`src/hdl/prog_pkg.sv`:
```
// Shared constants and types for the setpoint program run/hold control.
package prog_pkg;

    // ------------------------------------------------------------
    // Timing
    // ------------------------------------------------------------
    localparam int CLK_HZ          = 25_000_000;
    localparam int HALF_SEC_MS     = 500;
    localparam int HALF_SEC_CYCLES = CLK_HZ / 1000 * HALF_SEC_MS;
    localparam int DEBOUNCE_MS     = 20;
    localparam int DEBOUNCE_CYCLES = CLK_HZ / 1000 * DEBOUNCE_MS;
    localparam int TICKS_PER_MIN   = 120;

    // ------------------------------------------------------------
    // Widths, ranges and reset values
    // ------------------------------------------------------------
    localparam int         TV_W         = 16;
    localparam int         SEG_COUNT    = 12;
    localparam logic [3:0] SEG_FIRST    = 4'h1;
    localparam logic [3:0] SEG_LAST     = 4'hC;
    localparam logic [6:0] MAX_CYCLES   = 7'h63;
    localparam logic [5:0] MIN_TOP      = 6'h3B;
    localparam logic [TV_W-1:0] TV_RESET = 16'h0000;
    localparam logic [TV_W-1:0] TV_STEP  = 16'h0001;
    localparam logic [TV_W-1:0] TV_MAX   = 16'hFFFF;

    // ------------------------------------------------------------
    // Types
    // ------------------------------------------------------------
    typedef enum logic [3:0] {
        ST_READY = 4'b0001,
        ST_RUN   = 4'b0010,
        ST_HOLD  = 4'b0100,
        ST_OFF   = 4'b1000
    } prog_state_t;

    typedef enum logic [2:0] {
        DI_NONE  = 3'h0,
        DI_RUN   = 3'h1,
        DI_HOLD  = 3'h2,
        DI_RESTART_CYCLE_INPUT = 3'h3,
        DI_BEGIN = 3'h4
    } di_func_t;

    typedef struct packed {
        logic run;
        logic hold;
        logic up;
        logic down;
    } keys_t;

    typedef struct packed {
        logic [6:0] hours;
        logic [5:0] minutes;
    } seg_time_t;

    typedef struct packed {
        logic [3:0] seg;
        logic       soak;
        logic [6:0] hours;
        logic [5:0] minutes;
    } seg_readout_t;

    typedef struct packed {
        logic [3:0] start_seg;
        logic [3:0] end_seg;
        logic [6:0] recycles;
        logic       end_hold;
        logic       end_manual;
    } program_config_group_t;

endpackage : prog_pkg

```
`src/hdl/contact_filter.sv`:
```
// Synchroniser and debouncer for one dry-contact input.
`timescale 1ns/1ps
`default_nettype none
module contact_filter #(
    parameter int CYCLES = 500000
) (
    input  wire logic clk,
    input  wire logic reset_n,
    input  wire logic raw,
    output var  logic level_r,
    output var  logic rise_r,
    output var  logic fall_r
);

    logic        sync1_r;
    logic        sync2_r;
    logic [19:0] cnt_r;
    logic        differs;
    logic        settled;

    assign differs = sync2_r != level_r;
    assign settled = differs && (cnt_r == 20'(CYCLES - 1));

    // ------------------------------------------------------------
    // Filter
    // ------------------------------------------------------------
    // sync and debounce
    always_ff @(posedge clk or negedge reset_n) begin
        if (!reset_n) begin
            sync1_r <= 1'b0;
            sync2_r <= 1'b0;
            cnt_r   <= '0;
            level_r <= 1'b0;
            rise_r  <= 1'b0;
            fall_r  <= 1'b0;
        end else begin
            sync1_r <= raw;
            sync2_r <= sync1_r;
            cnt_r   <= (differs && !settled) ? cnt_r + 20'h00001 : '0;
            level_r <= settled ? sync2_r : level_r;
            rise_r  <= settled && sync2_r;
            fall_r  <= settled && !sync2_r;
        end
    end

endmodule : contact_filter
`default_nettype wire

```
`src/hdl/program_run_hold.sv`:
```
// Run/hold sequencing of a ramp/soak setpoint program.
//
// Summary of operation
// - Up/down keys adjust the local setpoint before the program starts.
// - Run key starts the program and lights the running indicator.
// - Hold key freezes the program and shows the hold indicator.
// - Hold contact closure forces a running program into hold.
// - Hold indicator blinks while a hold contact that stopped a running program is closed.
// - Key presses win over the contact for run and hold.
// - Opening the hold contact resumes a program that the contact stopped.
// - Report segment 1 to 12, ramp or soak, and time left.
// - Keep and report remaining cycles, 0 to 99.
// - At the end, enter hold or disable programming per end state.
// - At the end, keep last setpoint or go manual with failsafe.
// - After power loss: hold at start, pre-program setpoint restored.
// - After power loss, control mode comes from the power-up setting.
// - Run contact closure places a running or held program in run.
// - Hold contact closure places a running or held program in hold.
// - Restart_cycle_input closure restarts the current cycle, mode unchanged.
// - Opening a run, hold or restart_cycle_input contact restores prior state.
// - Begin closure, while running or held, goes to first segment in hold; opening ignored.
// - Segment parameters change only when not running, refused while running.
`timescale 1ns/1ps
`default_nettype none
module program_run_hold #(
    parameter int HALF_SEC_P = prog_pkg::HALF_SEC_CYCLES,
    parameter int DEBOUNCE_P = prog_pkg::DEBOUNCE_CYCLES
) (
    input  wire logic                            clk,
    input  wire logic                            reset_n,
    input  wire prog_pkg::keys_t                 keys,
    input  wire logic                            contact_in,
    input  wire prog_pkg::di_func_t              di_func,
    input  wire prog_pkg::program_config_group_t cfg,
    input  wire logic                            param_wr,
    input  wire logic [3:0]                      param_seg,
    input  wire prog_pkg::seg_time_t             param_time,
    input  wire logic                            power_lost_in_prog,
    input  wire logic [15:0]                     saved_tv,
    input  wire logic                            power_up_mode_select,
    output var  logic [15:0]                     target_value_r,
    output var  logic [15:0]                     start_tv_r,
    output var  logic                            run_ind_r,
    output var  logic                            hold_ind_r,
    output var  logic                            program_active_r,
    output var  prog_pkg::seg_readout_t          readout_r,
    output var  logic [6:0]                      cycles_left_readout_r,
    output var  logic                            manual_mode_r,
    output var  logic                            failsafe_out_r,
    output var  logic                            param_refused_r
);
    import prog_pkg::*;

    // ------------------------------------------------------------
    // Registers
    // ------------------------------------------------------------
    prog_state_t  state_r, state_nxt;
    prog_state_t  prior_r, prior_nxt;
    seg_readout_t readout_nxt;
    seg_time_t    seg_mem [1:SEG_COUNT];
    logic [23:0]  div_r;
    logic [6:0]   tick_cnt_r;
    logic         half_tick;
    logic         min_tick;
    logic         blink_r;
    logic         pu_done_r;
    logic         di_latched_r, di_latched_nxt;
    logic         ext_hold_r, ext_hold_nxt;
    logic [6:0]   cycles_nxt;
    logic [15:0]  target_nxt;
    logic [15:0]  start_tv_nxt;
    logic         manual_nxt;
    logic         failsafe_nxt;
    logic         active_nxt;

    // ------------------------------------------------------------
    // Contact filter
    // ------------------------------------------------------------
    logic di_level;
    logic di_rise;
    logic di_fall;

    contact_filter #(
        .CYCLES (DEBOUNCE_P)
    ) u_filter (
        .clk     (clk),
        .reset_n (reset_n),
        .raw     (contact_in),
        .level_r (di_level),
        .rise_r  (di_rise),
        .fall_r  (di_fall)
    );

    // ------------------------------------------------------------
    // Time base
    // ------------------------------------------------------------
    // A single divider feeds both the blink and the minute count, so the
    // segment clock is only as fine as half a second.
    assign half_tick = div_r == 24'(HALF_SEC_P - 1);
    assign min_tick  = half_tick && (tick_cnt_r == 7'(TICKS_PER_MIN - 1));

    always_ff @(posedge clk or negedge reset_n) begin
        if (!reset_n) begin
            div_r      <= '0;
            tick_cnt_r <= '0;
            blink_r    <= 1'b0;
        end else begin
            div_r      <= half_tick ? '0 : div_r + 24'h000001;
            tick_cnt_r <= min_tick ? '0
                        : tick_cnt_r + {6'h00, half_tick};
            blink_r    <= blink_r ^ half_tick;
        end
    end

    // ------------------------------------------------------------
    // Decodes
    // ------------------------------------------------------------
    wire is_run     = state_r == ST_RUN;
    wire is_hold    = state_r == ST_HOLD;
    wire is_idle    = (state_r == ST_READY) || (state_r == ST_OFF);
    wire key_rh     = keys.run || keys.hold;
    wire di_close   = di_rise && (di_func != DI_NONE);
    wire di_open    = di_fall && di_latched_r;
    wire time_zero  = (readout_r.hours == 7'h00)
                   && (readout_r.minutes == 6'h00);
    wire at_end_seg = readout_r.seg == cfg.end_seg;
    wire seg_done   = is_run && min_tick && time_zero;
    wire [3:0] next_seg = readout_r.seg + 4'h1;
    wire seg_time_t start_time = seg_mem[cfg.start_seg];
    wire seg_time_t next_time  = seg_mem[next_seg];
    wire tv_up_ok   = target_value_r <= (TV_MAX - TV_STEP);
    wire tv_dn_ok   = target_value_r >= TV_STEP;
    wire param_ok   = param_wr && !is_run && (param_seg >= SEG_FIRST)
                   && (param_seg <= SEG_LAST);

    // ------------------------------------------------------------
    // Sequencer
    // ------------------------------------------------------------
    always_comb begin
        state_nxt      = state_r;
        prior_nxt      = prior_r;
        readout_nxt    = readout_r;
        di_latched_nxt = di_latched_r;
        ext_hold_nxt   = ext_hold_r;
        cycles_nxt     = cycles_left_readout_r;
        target_nxt     = target_value_r;
        start_tv_nxt   = start_tv_r;
        manual_nxt     = manual_mode_r;
        failsafe_nxt   = failsafe_out_r;
        active_nxt     = program_active_r;

        if (!pu_done_r) begin
            if (power_lost_in_prog) begin
                state_nxt           = ST_HOLD;
                readout_nxt.seg     = cfg.start_seg;
                readout_nxt.soak    = ~cfg.start_seg[0];
                readout_nxt.hours   = start_time.hours;
                readout_nxt.minutes = start_time.minutes;
                cycles_nxt          = (cfg.recycles > MAX_CYCLES)
                                    ? MAX_CYCLES : cfg.recycles;
                target_nxt          = saved_tv;
                start_tv_nxt        = saved_tv;
                active_nxt          = 1'b1;
                manual_nxt          = power_up_mode_select;
            end
        end else if (key_rh) begin
            di_latched_nxt = 1'b0;
            ext_hold_nxt   = 1'b0;
            if (keys.run && is_idle) begin
                state_nxt           = ST_RUN;
                readout_nxt.seg     = cfg.start_seg;
                readout_nxt.soak    = ~cfg.start_seg[0];
                readout_nxt.hours   = start_time.hours;
                readout_nxt.minutes = start_time.minutes;
                cycles_nxt          = (cfg.recycles > MAX_CYCLES)
                                    ? MAX_CYCLES : cfg.recycles;
                start_tv_nxt        = target_value_r;
                manual_nxt          = 1'b0;
                failsafe_nxt        = 1'b0;
                active_nxt          = 1'b1;
            end else if (keys.run && is_hold) begin
                state_nxt = ST_RUN;
            end else if (keys.hold && is_run) begin
                state_nxt = ST_HOLD;
            end
        end else if (di_close && !is_idle) begin
            prior_nxt      = state_r;
            di_latched_nxt = di_func != DI_BEGIN;
            case (di_func)
                DI_RUN: begin
                    state_nxt = ST_RUN;
                end
                DI_HOLD: begin
                    state_nxt    = ST_HOLD;
                    ext_hold_nxt = is_run;
                end
                DI_RESTART_CYCLE_INPUT, DI_BEGIN: begin
                    readout_nxt.seg     = cfg.start_seg;
                    readout_nxt.soak    = ~cfg.start_seg[0];
                    readout_nxt.hours   = start_time.hours;
                    readout_nxt.minutes = start_time.minutes;
                    if (di_func == DI_BEGIN) begin
                        state_nxt = ST_HOLD;
                    end
                end
                default: begin
                    di_latched_nxt = 1'b0;
                end
            endcase
        end else if (di_open) begin
            state_nxt      = prior_r;
            di_latched_nxt = 1'b0;
            ext_hold_nxt   = 1'b0;
        end else if (seg_done) begin
            if (!at_end_seg) begin
                readout_nxt.seg     = next_seg;
                readout_nxt.soak    = ~next_seg[0];
                readout_nxt.hours   = next_time.hours;
                readout_nxt.minutes = next_time.minutes;
            end else if (cycles_left_readout_r != 7'h00) begin
                cycles_nxt          = cycles_left_readout_r - 7'h01;
                readout_nxt.seg     = cfg.start_seg;
                readout_nxt.soak    = ~cfg.start_seg[0];
                readout_nxt.hours   = start_time.hours;
                readout_nxt.minutes = start_time.minutes;
            end else begin
                state_nxt      = cfg.end_hold ? ST_HOLD : ST_OFF;
                active_nxt     = 1'b0;
                di_latched_nxt = 1'b0;
                manual_nxt     = cfg.end_manual;
                failsafe_nxt   = cfg.end_manual;
            end
        end else if (is_run && min_tick) begin
            if (readout_r.minutes == 6'h00) begin
                readout_nxt.hours   = readout_r.hours - 7'h01;
                readout_nxt.minutes = MIN_TOP;
            end else begin
                readout_nxt.minutes = readout_r.minutes - 6'h01;
            end
        end

        if (pu_done_r && is_idle && state_nxt != ST_RUN) begin
            if (keys.up && !keys.down && tv_up_ok) begin
                target_nxt = target_value_r + TV_STEP;
            end else if (keys.down && !keys.up && tv_dn_ok) begin
                target_nxt = target_value_r - TV_STEP;
            end
        end

        // External hold only lasts while the program sits in hold.
        if (state_nxt != ST_HOLD) begin
            ext_hold_nxt = 1'b0;
        end
    end

    wire hold_ind_nxt = (state_nxt == ST_HOLD)
                     && (!ext_hold_nxt || blink_r);
    wire run_ind_nxt  = state_nxt == ST_RUN;

    // ------------------------------------------------------------
    // State registers
    // ------------------------------------------------------------
    always_ff @(posedge clk or negedge reset_n) begin
        if (!reset_n) begin
            state_r               <= ST_READY;
            prior_r               <= ST_READY;
            readout_r             <= '{seg: SEG_FIRST, soak: 1'b0,
                                       hours: 7'h00, minutes: 6'h00};
            pu_done_r             <= 1'b0;
            di_latched_r          <= 1'b0;
            ext_hold_r            <= 1'b0;
            cycles_left_readout_r <= 7'h00;
            target_value_r        <= TV_RESET;
            start_tv_r            <= TV_RESET;
            manual_mode_r         <= 1'b0;
            failsafe_out_r        <= 1'b0;
            program_active_r      <= 1'b0;
            run_ind_r             <= 1'b0;
            hold_ind_r            <= 1'b0;
        end else begin
            state_r               <= state_nxt;
            prior_r               <= prior_nxt;
            readout_r             <= readout_nxt;
            pu_done_r             <= 1'b1;
            di_latched_r          <= di_latched_nxt;
            ext_hold_r            <= ext_hold_nxt;
            cycles_left_readout_r <= cycles_nxt;
            target_value_r        <= target_nxt;
            start_tv_r            <= start_tv_nxt;
            manual_mode_r         <= manual_nxt;
            failsafe_out_r        <= failsafe_nxt;
            program_active_r      <= active_nxt;
            run_ind_r             <= run_ind_nxt;
            hold_ind_r            <= hold_ind_nxt;
        end
    end

    // ------------------------------------------------------------
    // Segment parameter store
    // ------------------------------------------------------------
    // writes refused while running
    always_ff @(posedge clk or negedge reset_n) begin
        if (!reset_n) begin
            param_refused_r <= 1'b0;
        end else begin
            param_refused_r <= param_wr && is_run;
        end
    end

    // The store has no reset; segments read as unknown until written.
    always_ff @(posedge clk) begin
        if (param_ok) begin
            seg_mem[param_seg] <= param_time;
        end
    end

    // The contact level itself only matters through its edges.
    wire unused_level = di_level;

endmodule : program_run_hold
`default_nettype wire

```
`config.mk`:
```
export PLATFORM = sky130hd
export DESIGN_NAME = program_run_hold
export DESIGN_NICKNAME = d
export VERILOG_FILES = /design/src/hdl/prog_pkg.sv /design/src/hdl/contact_filter.sv /design/src/hdl/program_run_hold.sv
export SDC_FILE = /design/constraint.sdc
export NUM_CORES = 1
export LEC_CHECK = 0
export BUFFER_PORTS_ARGS = -buffer_cell sky130_fd_sc_hd__buf_2
export CORE_ASPECT_RATIO = 0.75
export CORE_MARGIN = 4
export CORE_UTILIZATION = 25
export CTS_BUF_LIST = sky130_fd_sc_hd__clkbuf_8
export CTS_CLUSTER_SIZE = 16
export DETAILED_ROUTE_END_ITERATION = 6
export GPL_TIMING_DRIVEN = 1
export PLACE_DENSITY = 0.45
export REMOVE_ABC_BUFFERS = 1
export SLEW_MARGIN = 20
export SYNTH_ARGS = -nofsm -noshare
export SYNTH_HDL_FRONTEND = slang
export SYNTH_SLANG_ARGS = --single-unit
```
`constraint.sdc`:
```
create_clock -name clk -period 5.55 [get_ports clk]
set_input_delay 0 -clock clk [delete_from_list [all_inputs] [get_ports clk]]
set_output_delay 0 -clock clk [all_outputs]
set_load 0.03 [all_outputs]
```
==> run_results.csv, run 1 <==
group,metric,value,unit
setup_path,crit_chain,"nor4b_2 -> and4_1 -> nor4bb_1 -> nand3_1 -> dlygate4sd3_1 -> a21oi_1 -> o41ai_4 -> nor2_4 -> o32a_1",
clock_tree,tritoncts,"done",
setup_path,start_kind,"flip-flop",
clock_tree,cts_max_level,2,
power_and_ir_drop,p_per_area,327,nW/µm²
floorplan,fp.coreArea,59200,µm²
logic_synthesis,synthMostInstantiatedCell,"edfxtp_1",
logic_synthesis,yosysTopAreaCell,"edfxtp_1",
sta,rsz0062_at_grt,"no",
hold_path,hold_class,"in -> reg",
sta,slew_headroom,29.4,%
grt,antenna_found_initial,2,
detailed_routing,drt_first_pass_iters,5,
logic_synthesis,synthAdderAreaFrac,1.17,%
job,drv_cap,0,
logic_synthesis,synth_compound_area_share,10.1,%
sta,hold_violations,0,
logic_synthesis,yosysTopAreaCellShare,31.2,%
sta,fin_tns_setup,0,ns
setup_path,worstPathArrival,4.59,ns
logic_synthesis,seq_area_frac_synth,53.1,%
detailed_routing,dr.first_iter.drc_count,811,
logic_synthesis,synth_edf_count,156,
clock_tree,clkSinkCount,287,
clock_tree,clk_latency,0.67,ns
clock_tree,cts_root_buf,"clkbuf_8",
floorplan,row_count,77,
floorplan,dieArea,64000,µm²
detailed_routing,antenna_left,0,
power_and_ir_drop,pwr-share-seq,41.5,%
floorplan,die_h,220,µm
sta,timing.fmax,250,MHz
power_and_ir_drop,power_frac_comb,23.2,%
setup_path,cpMaxStageDelayCell,"nor4b_2",
placed_design,finalWeightedCongestion,0.796,
grt,grt_pass1_wl,68400,µm
logic_synthesis,ys_types,81,
sta,fin_crit_sh,72.2,%
detailed_routing,drc,0,
logic_synthesis,yosys-top-cells-count,"edfxtp_1 (156), nor2_1 (154), dfrtp_1 (128), nand2_1 (113), mux4_2 (75)",
clock_tree,postCtsSetupRepairBufs,0,
sta,skew,0.0698,ns
grt,grt_max_degree,78,
logic_synthesis,ys_async_sr_fraction,45.6,%
logic_synthesis,synth_area,15000,µm²
logic_synthesis,syn_inst,1252,
setup_path,cp_num_buf_inv,1,
layout,drive_gt1_share,23.2,%
logic_synthesis,syn_avg_cell_area,12.0,µm²
clock_tree,clockBufferDepth,3,
floorplan,io_pins,126,
placed_design,numPlacedInstances,2122,
grt,grt_pass1_vias,11000,
setup_path,end_kind,"flip-flop",
detailed_routing,postRouteWirelength,44900,µm
power_and_ir_drop,clkPwrFrac,35.3,%
grt,grt_use_total,13.8,%
logic_synthesis,synth_mux_area_share,15.4,%
floorplan,initial_core_util,25.3,%
power_and_ir_drop,internal_power,0.00409,W
clock_tree,clk_pin_slew,0.07,ns
setup_path,crit_fanout,15,
sta,worst_pin_slew,1.06,ns
power_and_ir_drop,vdd.ir_drop.worst,0.137,mV
detailed_routing,via_per_inst,4.80,
outcome,outcome,"completed",
power_and_ir_drop,power_leakage,7.00,nW
layout,area_growth,22.5,%
detailed_routing,wl_per_cell,19.7,µm
layout,fillers,6039,
sta,setup_viol,0,
logic_synthesis,synth_top_family_by_area,"multiplexers",
setup_path,required,6.13,ns
sta,fin_crit,4.01,ns
detailed_routing,via_count,11000,
logic_synthesis,ys_ff_latch,287,
logic_synthesis,synth-main-ff-cell,"edfxtp_1",
layout,post-route-util,31.1,%
logic_synthesis,synthSimpleGateAreaFrac,13.7,%
logic_synthesis,synthTopCellsByArea,"edfxtp_1 (31%), dfrtp_1 (21%), mux4_2 (11%), nor2_1 (3.9%), mux2i_1 (3.5%)",
clock_tree,cts_made_buffers,52,
layout,nNetsFinal,1529,
placed_design,portBuffers,125,
setup_path,max_stage_delay,0.66,ns
power_and_ir_drop,power_switching_share,31.9,%
floorplan,die_w,291,µm
sta,slew_viol_final,0,
placed_design,dpl.hpwl,30200,µm
logic_synthesis,synth_xor_area_share,3.91,%
sta,worst_hold_slack,0.0715,ns
setup_path,crit_family,"simple AND/OR/NAND/NOR gates",
layout,post_layout_nonfiller_instances,2285,
setup_path,crit_type,"reg -> reg",
logic_synthesis,yosys_warnings,0,
grt,grt_overflow_total,0,
power_and_ir_drop,p_sw,0.00192,W
==> final cells by class <==
cell class,count,area (µm²),share of cell area (%)
repair buffers,221,1540,8.38
multi-input cells,872,6700,36.5
inverters,18,67.6,0.368
clock buffers,58,798,4.34
diodes,1,2.50,0.0136
clock inverters,38,313,1.70
well taps,790,988,5.38
flip-flops and latches,287,7970,43.4
==> placed cells by master, fill, tap and decap left out, drive strengths merged, types with 37 or more instances in the layout <==
| master | instances |
|---|---|
| buf | 156 |
| edfxtp | 156 |
| xor2 | 37 |
| mux2i | 53 |
| nand2 | 113 |
| nor2 | 155 |
| mux4 | 75 |
| dfrtp | 128 |
| clkbuf | 58 |
| o21ai | 67 |
| a21oi | 51 |
| dlygate4sd3 | 65 |
==> path summary, 6_finish.rpt <==
path	start	endpoint	slack (ns)	depth (start not counted)
worst max-delay path	state_r[2]	target_value_r[14]	1.54	9
worst min-delay path	cfg[13]	readout_r[14]	0.07	3
worst max register to register	state_r[2]	target_value_r[14]	1.54	9
worst min register to register	u_filter.sync1_r	u_filter.sync2_r	0.37	0
max in group asynchronous	reset_n	readout_r[9]	4.29	4
min in group asynchronous	reset_n	readout_r[14]	0.49	3
==> state kept, by name (all words and copies together) (netlist names), 4 cells and up <==
name                   count
tick_cnt_r                 7
div_r                     24
seg_mem                  156
prior_r                    4
state_r                    4
start_tv_r                16
target_value_r            16
cycles_left_readout_r      7
u_filter.cnt_r            20
readout_r                 18
==> repair_timing <==
item                                   in CTS  in global routing
endpoints found under the hold margin     354                  0
hold buffers                               66                  0
resized for setup                           0                  0
==> tightest hold or removal path, delay by kind of cell <==
kind	cells	cell delay, ns
buffers and inverters	1	0.41
and+or+nand+nor	1	0.21
AOI/OAI and AO/OA	1	0.08
==> cells by family after synthesis <==
family | Yosys count
buf+inv | 93
fa+ha+maj | 14
mux | 135
other cells | 1
xor+xnor | 66
simple gates | 432
compound gates | 224
flops | 287
==> layer usage <==
metal	track usage (%)	wire [µm]	up-vias	part of all wire, %
li1	-	-	5133	-
met1	19.9	21400	5454	48
met2	21.2	20000	322	44
met3	2.94	2770	49	6.2
met4	3.31	730	0	1.6
met5	0	0	-	0
==> power by group through the flow <==
stage | clock [W] | combinational (W) | sequential (W)
3_3_place_gp | 0 | 0.00138 | 0.00253
3_5_place_dp | 0 | 0.00137 | 0.00253
6_report | 0.00212 | 0.00139 | 0.00249
5_1_grt | 0.00231 | 0.00151 | 0.00250
2_1_floorplan | 0 | 0.000721 | 0.00266
4_1_cts | 0.00221 | 0.00141 | 0.00249
==> per-stage QoR <==
step | cell area [µm²] | worst slack [ns] | total power (W)
after floorplan | 14700 | 1.45 | 0.00338
after global placement | 16600 | 1.81 | 0.00390
after detailed placement | 16600 | 1.68 | 0.00390
after CTS | 18400 | 1.50 | 0.00611
after global routing | 18400 | 1.28 | 0.00632
final | 18400 | 1.54 | 0.00601
Note: power is estimated with default switching activity, not from simulation.
==> inputs of run 2 (changes only) <==
ABC_AREA = 1   (was unset)
PLACE_DENSITY = 0.46   (was 0.45)
clock period = 3.21 ns   (was 5.55 ns; I/O delays follow)
==> run_results.csv, run 2 <==
group,metric,value,unit
grt,antenna_found_initial,3,
setup_path,crit_fanout,8,
floorplan,dieArea,67400,µm²
setup_path,required,3.77,ns
logic_synthesis,ys_types,58,
placed_design,numPlacedInstances,2797,
sta,fin_tns_setup,0,ns
floorplan,initial_core_util,25.4,%
job,drv_cap,0,
layout,area_growth,22.7,%
logic_synthesis,syn_inst,1903,
logic_synthesis,yosysTopAreaCellShare,29.6,%
logic_synthesis,synth-main-ff-cell,"edfxtp_1",
grt,grt_pass1_wl,81400,µm
floorplan,die_h,226,µm
logic_synthesis,yosys_warnings,0,
floorplan,io_pins,126,
detailed_routing,via_count,14300,
setup_path,crit_type,"reg -> reg",
clock_tree,clk_latency,0.67,ns
sta,timing.fmax,340,MHz
logic_synthesis,synth_edf_count,156,
placed_design,finalWeightedCongestion,0.845,
detailed_routing,postRouteWirelength,53300,µm
layout,top_regs,"seg_mem x156, div_r x24, u_filter.cnt_r x20",
detailed_routing,dr.first_iter.drc_count,1361,
layout,final_common_cell,"nand2_1",
logic_synthesis,yosysTopAreaCell,"edfxtp_1",
logic_synthesis,synthMostInstantiatedCell,"nand2_1",
power_and_ir_drop,p_per_area,556,nW/µm²
detailed_routing,wl_per_cell,17.9,µm
sta,slew_headroom,51.5,%
sta,fin_crit,2.94,ns
layout,post_layout_nonfiller_instances,2971,
outcome,outcome,"completed",
floorplan,row_count,79,
grt,grt_max_degree,85,
logic_synthesis,synth_area,15800,µm²
sta,worst_pin_slew,0.728,ns
clock_tree,cts_max_level,2,
layout,nNetsFinal,2189,
logic_synthesis,syn_avg_cell_area,8.31,µm²
layout,drive_gt1_share,16.0,%
setup_path,start_kind,"flip-flop",
logic_synthesis,yosys-top-cells-count,"nand2_1 (369), o21ai_0 (220), nor2_1 (202), inv_1 (167), edfxtp_1 (156)",
hold_path,hold_class,"in -> reg",
placed_design,dpl.hpwl,35500,µm
floorplan,fp.coreArea,62300,µm²
layout,layout_common_cells,"nand2_1 (369), o21ai_0 (219), nor2_1 (202)",
setup_path,worstPathArrival,3.50,ns
detailed_routing,drc,0,
sta,hold_violations,0,
sta,rsz0062_at_grt,"no",
sta,skew,0.0378,ns
logic_synthesis,ys_async_sr_fraction,45.6,%
floorplan,die_w,298,µm
grt,grt_use_total,15.4,%
layout,largest_register_ffs,156,
clock_tree,cts_made_buffers,55,
detailed_routing,via_per_inst,4.82,
clock_tree,clkSinkCount,287,
layout,top_register,"seg_mem",
sta,fin_crit_sh,91.7,%
logic_synthesis,seq_area_frac_synth,50.4,%
clock_tree,clockBufferDepth,3,
setup_path,end_kind,"flip-flop",
logic_synthesis,ys_ff_latch,287,
power_and_ir_drop,vdd.ir_drop.worst,0.260,mV
detailed_routing,antenna_left,0,
grt,grt_pass1_vias,13700,
placed_design,portBuffers,125,
power_and_ir_drop,power_leakage,8.10,nW
clock_tree,postCtsSetupRepairBufs,0,
logic_synthesis,synthTopCellsByArea,"edfxtp_1 (30%), dfrtp_1 (20%), nand2_1 (8.8%), o21ai_0 (7.0%), nor2_1 (4.8%)",
sta,slew_viol_final,0,
clock_tree,tritoncts,"done",
clock_tree,clk_pin_slew,0.06,ns
clock_tree,cts_root_buf,"clkbuf_8",
detailed_routing,drt_first_pass_iters,6,
layout,fillers,6577,
grt,grt_overflow_total,0,
sta,setup_viol,0,
-- run 2: final cells by class --
cell class	count	area, µm²	area share, %
Sequential cell	287	7970	41.1
Clock inverter	41	285	1.47
Inverter	190	717	3.70
Antenna cell	2	5.00	0.0258
Tap cell	810	1010	5.23
Multi-Input combinational cell	1337	6800	35.1
Timing Repair Buffer	241	1740	8.97
Clock buffer	63	867	4.47
-- run 2: path summary, 6_finish.rpt --
kind	start	endpoint	slack [ns]	cells past startpoint
min in group asynchronous	reset_n	readout_r[5]	0.32	3
max in group asynchronous	reset_n	readout_r[14]	2.26	4
hold / removal	keys[2]	cycles_left_readout_r[5]	0.04	6
setup / recovery	readout_r[9]	cycles_left_readout_r[2]	0.27	12
hold reg to reg	u_filter.sync1_r	u_filter.sync2_r	0.35	0
setup reg to reg	readout_r[9]	cycles_left_readout_r[2]	0.27	12
-- run 2: layer usage --
layer	track usage (%)	part of all wire (%)	vias to the layer above
li1	-	-	6954
met1	23.1	50	6777
met2	22.5	41	512
met3	2.70	7.0	82
met4	4.71	2.2	2
met5	0	0.023	-
-- run 2: critical path, cell delays in order (launching register included) --
cell and delay [ns]:
dfrtp_1 0.47, nor2_1 0.20, nand2_1 0.18, nor3_2 0.31, nand3_2 0.22, inv_1 0.15
nand4_1 0.16, nand2_1 0.12, nand3_2 0.17, inv_4 0.14, nand3_1 0.07, dlygate4sd3_1 0.56
o21ai_0 0.08
-- run 2: power by group --
group | leakage [nW] | total (W) | switching [W] | internal [W]
registers | 3.06 | 0.00428 | 0.000206 | 0.00407
logic | 4.40 | 0.00269 | 0.00185 | 0.000848
clock network | 0.640 | 0.00380 | 0.00175 | 0.00206
total | 8.10 | 0.0108 | 0.00380 | 0.00698
-- run 2: timing repair --
| item | 4_1_cts | 5_1_grt |
|---|---|---|
| hold endpoints to repair | 385 | 0 |
| gates resized for setup | 0 | 3 |
| setup endpoints to repair | 0 | 2 |
| hold buffers | 68 | 0 |
-- run 2: per-stage QoR --
step	setup WS, ns	hold slack, ns	util [%]	instance area [µm²]	total power (W)
floorplan	-1.00	-0.296	-	15400	0.00584
global placement	0.528	0.0700	28.1	17500	0.00692
detailed placement	0.515	0.0652	28.1	17500	0.00694
CTS	0.0719	0.00150	31.1	19400	0.0109
global route	0.0137	0.0761	31.1	19400	0.0113
finish	0.267	0.0371	31.1	19400	0.0108
-- run 2: kinds of logic (layout without fill, tap and decap cells) --
group,Yosys count,after routing,synth area share (%)
flip-flops,287,287,50.4
other,1,3,0.0237
AND/OR/NAND/NOR,826,826,23.1
AO/OA/AOI/OAI,452,452,16.0
XOR/XNOR,39,39,2.16
multiplexers,5,5,0.340
adder cells (fa/ha/maj),14,14,1.11
buffers and inverters,279,535,6.87
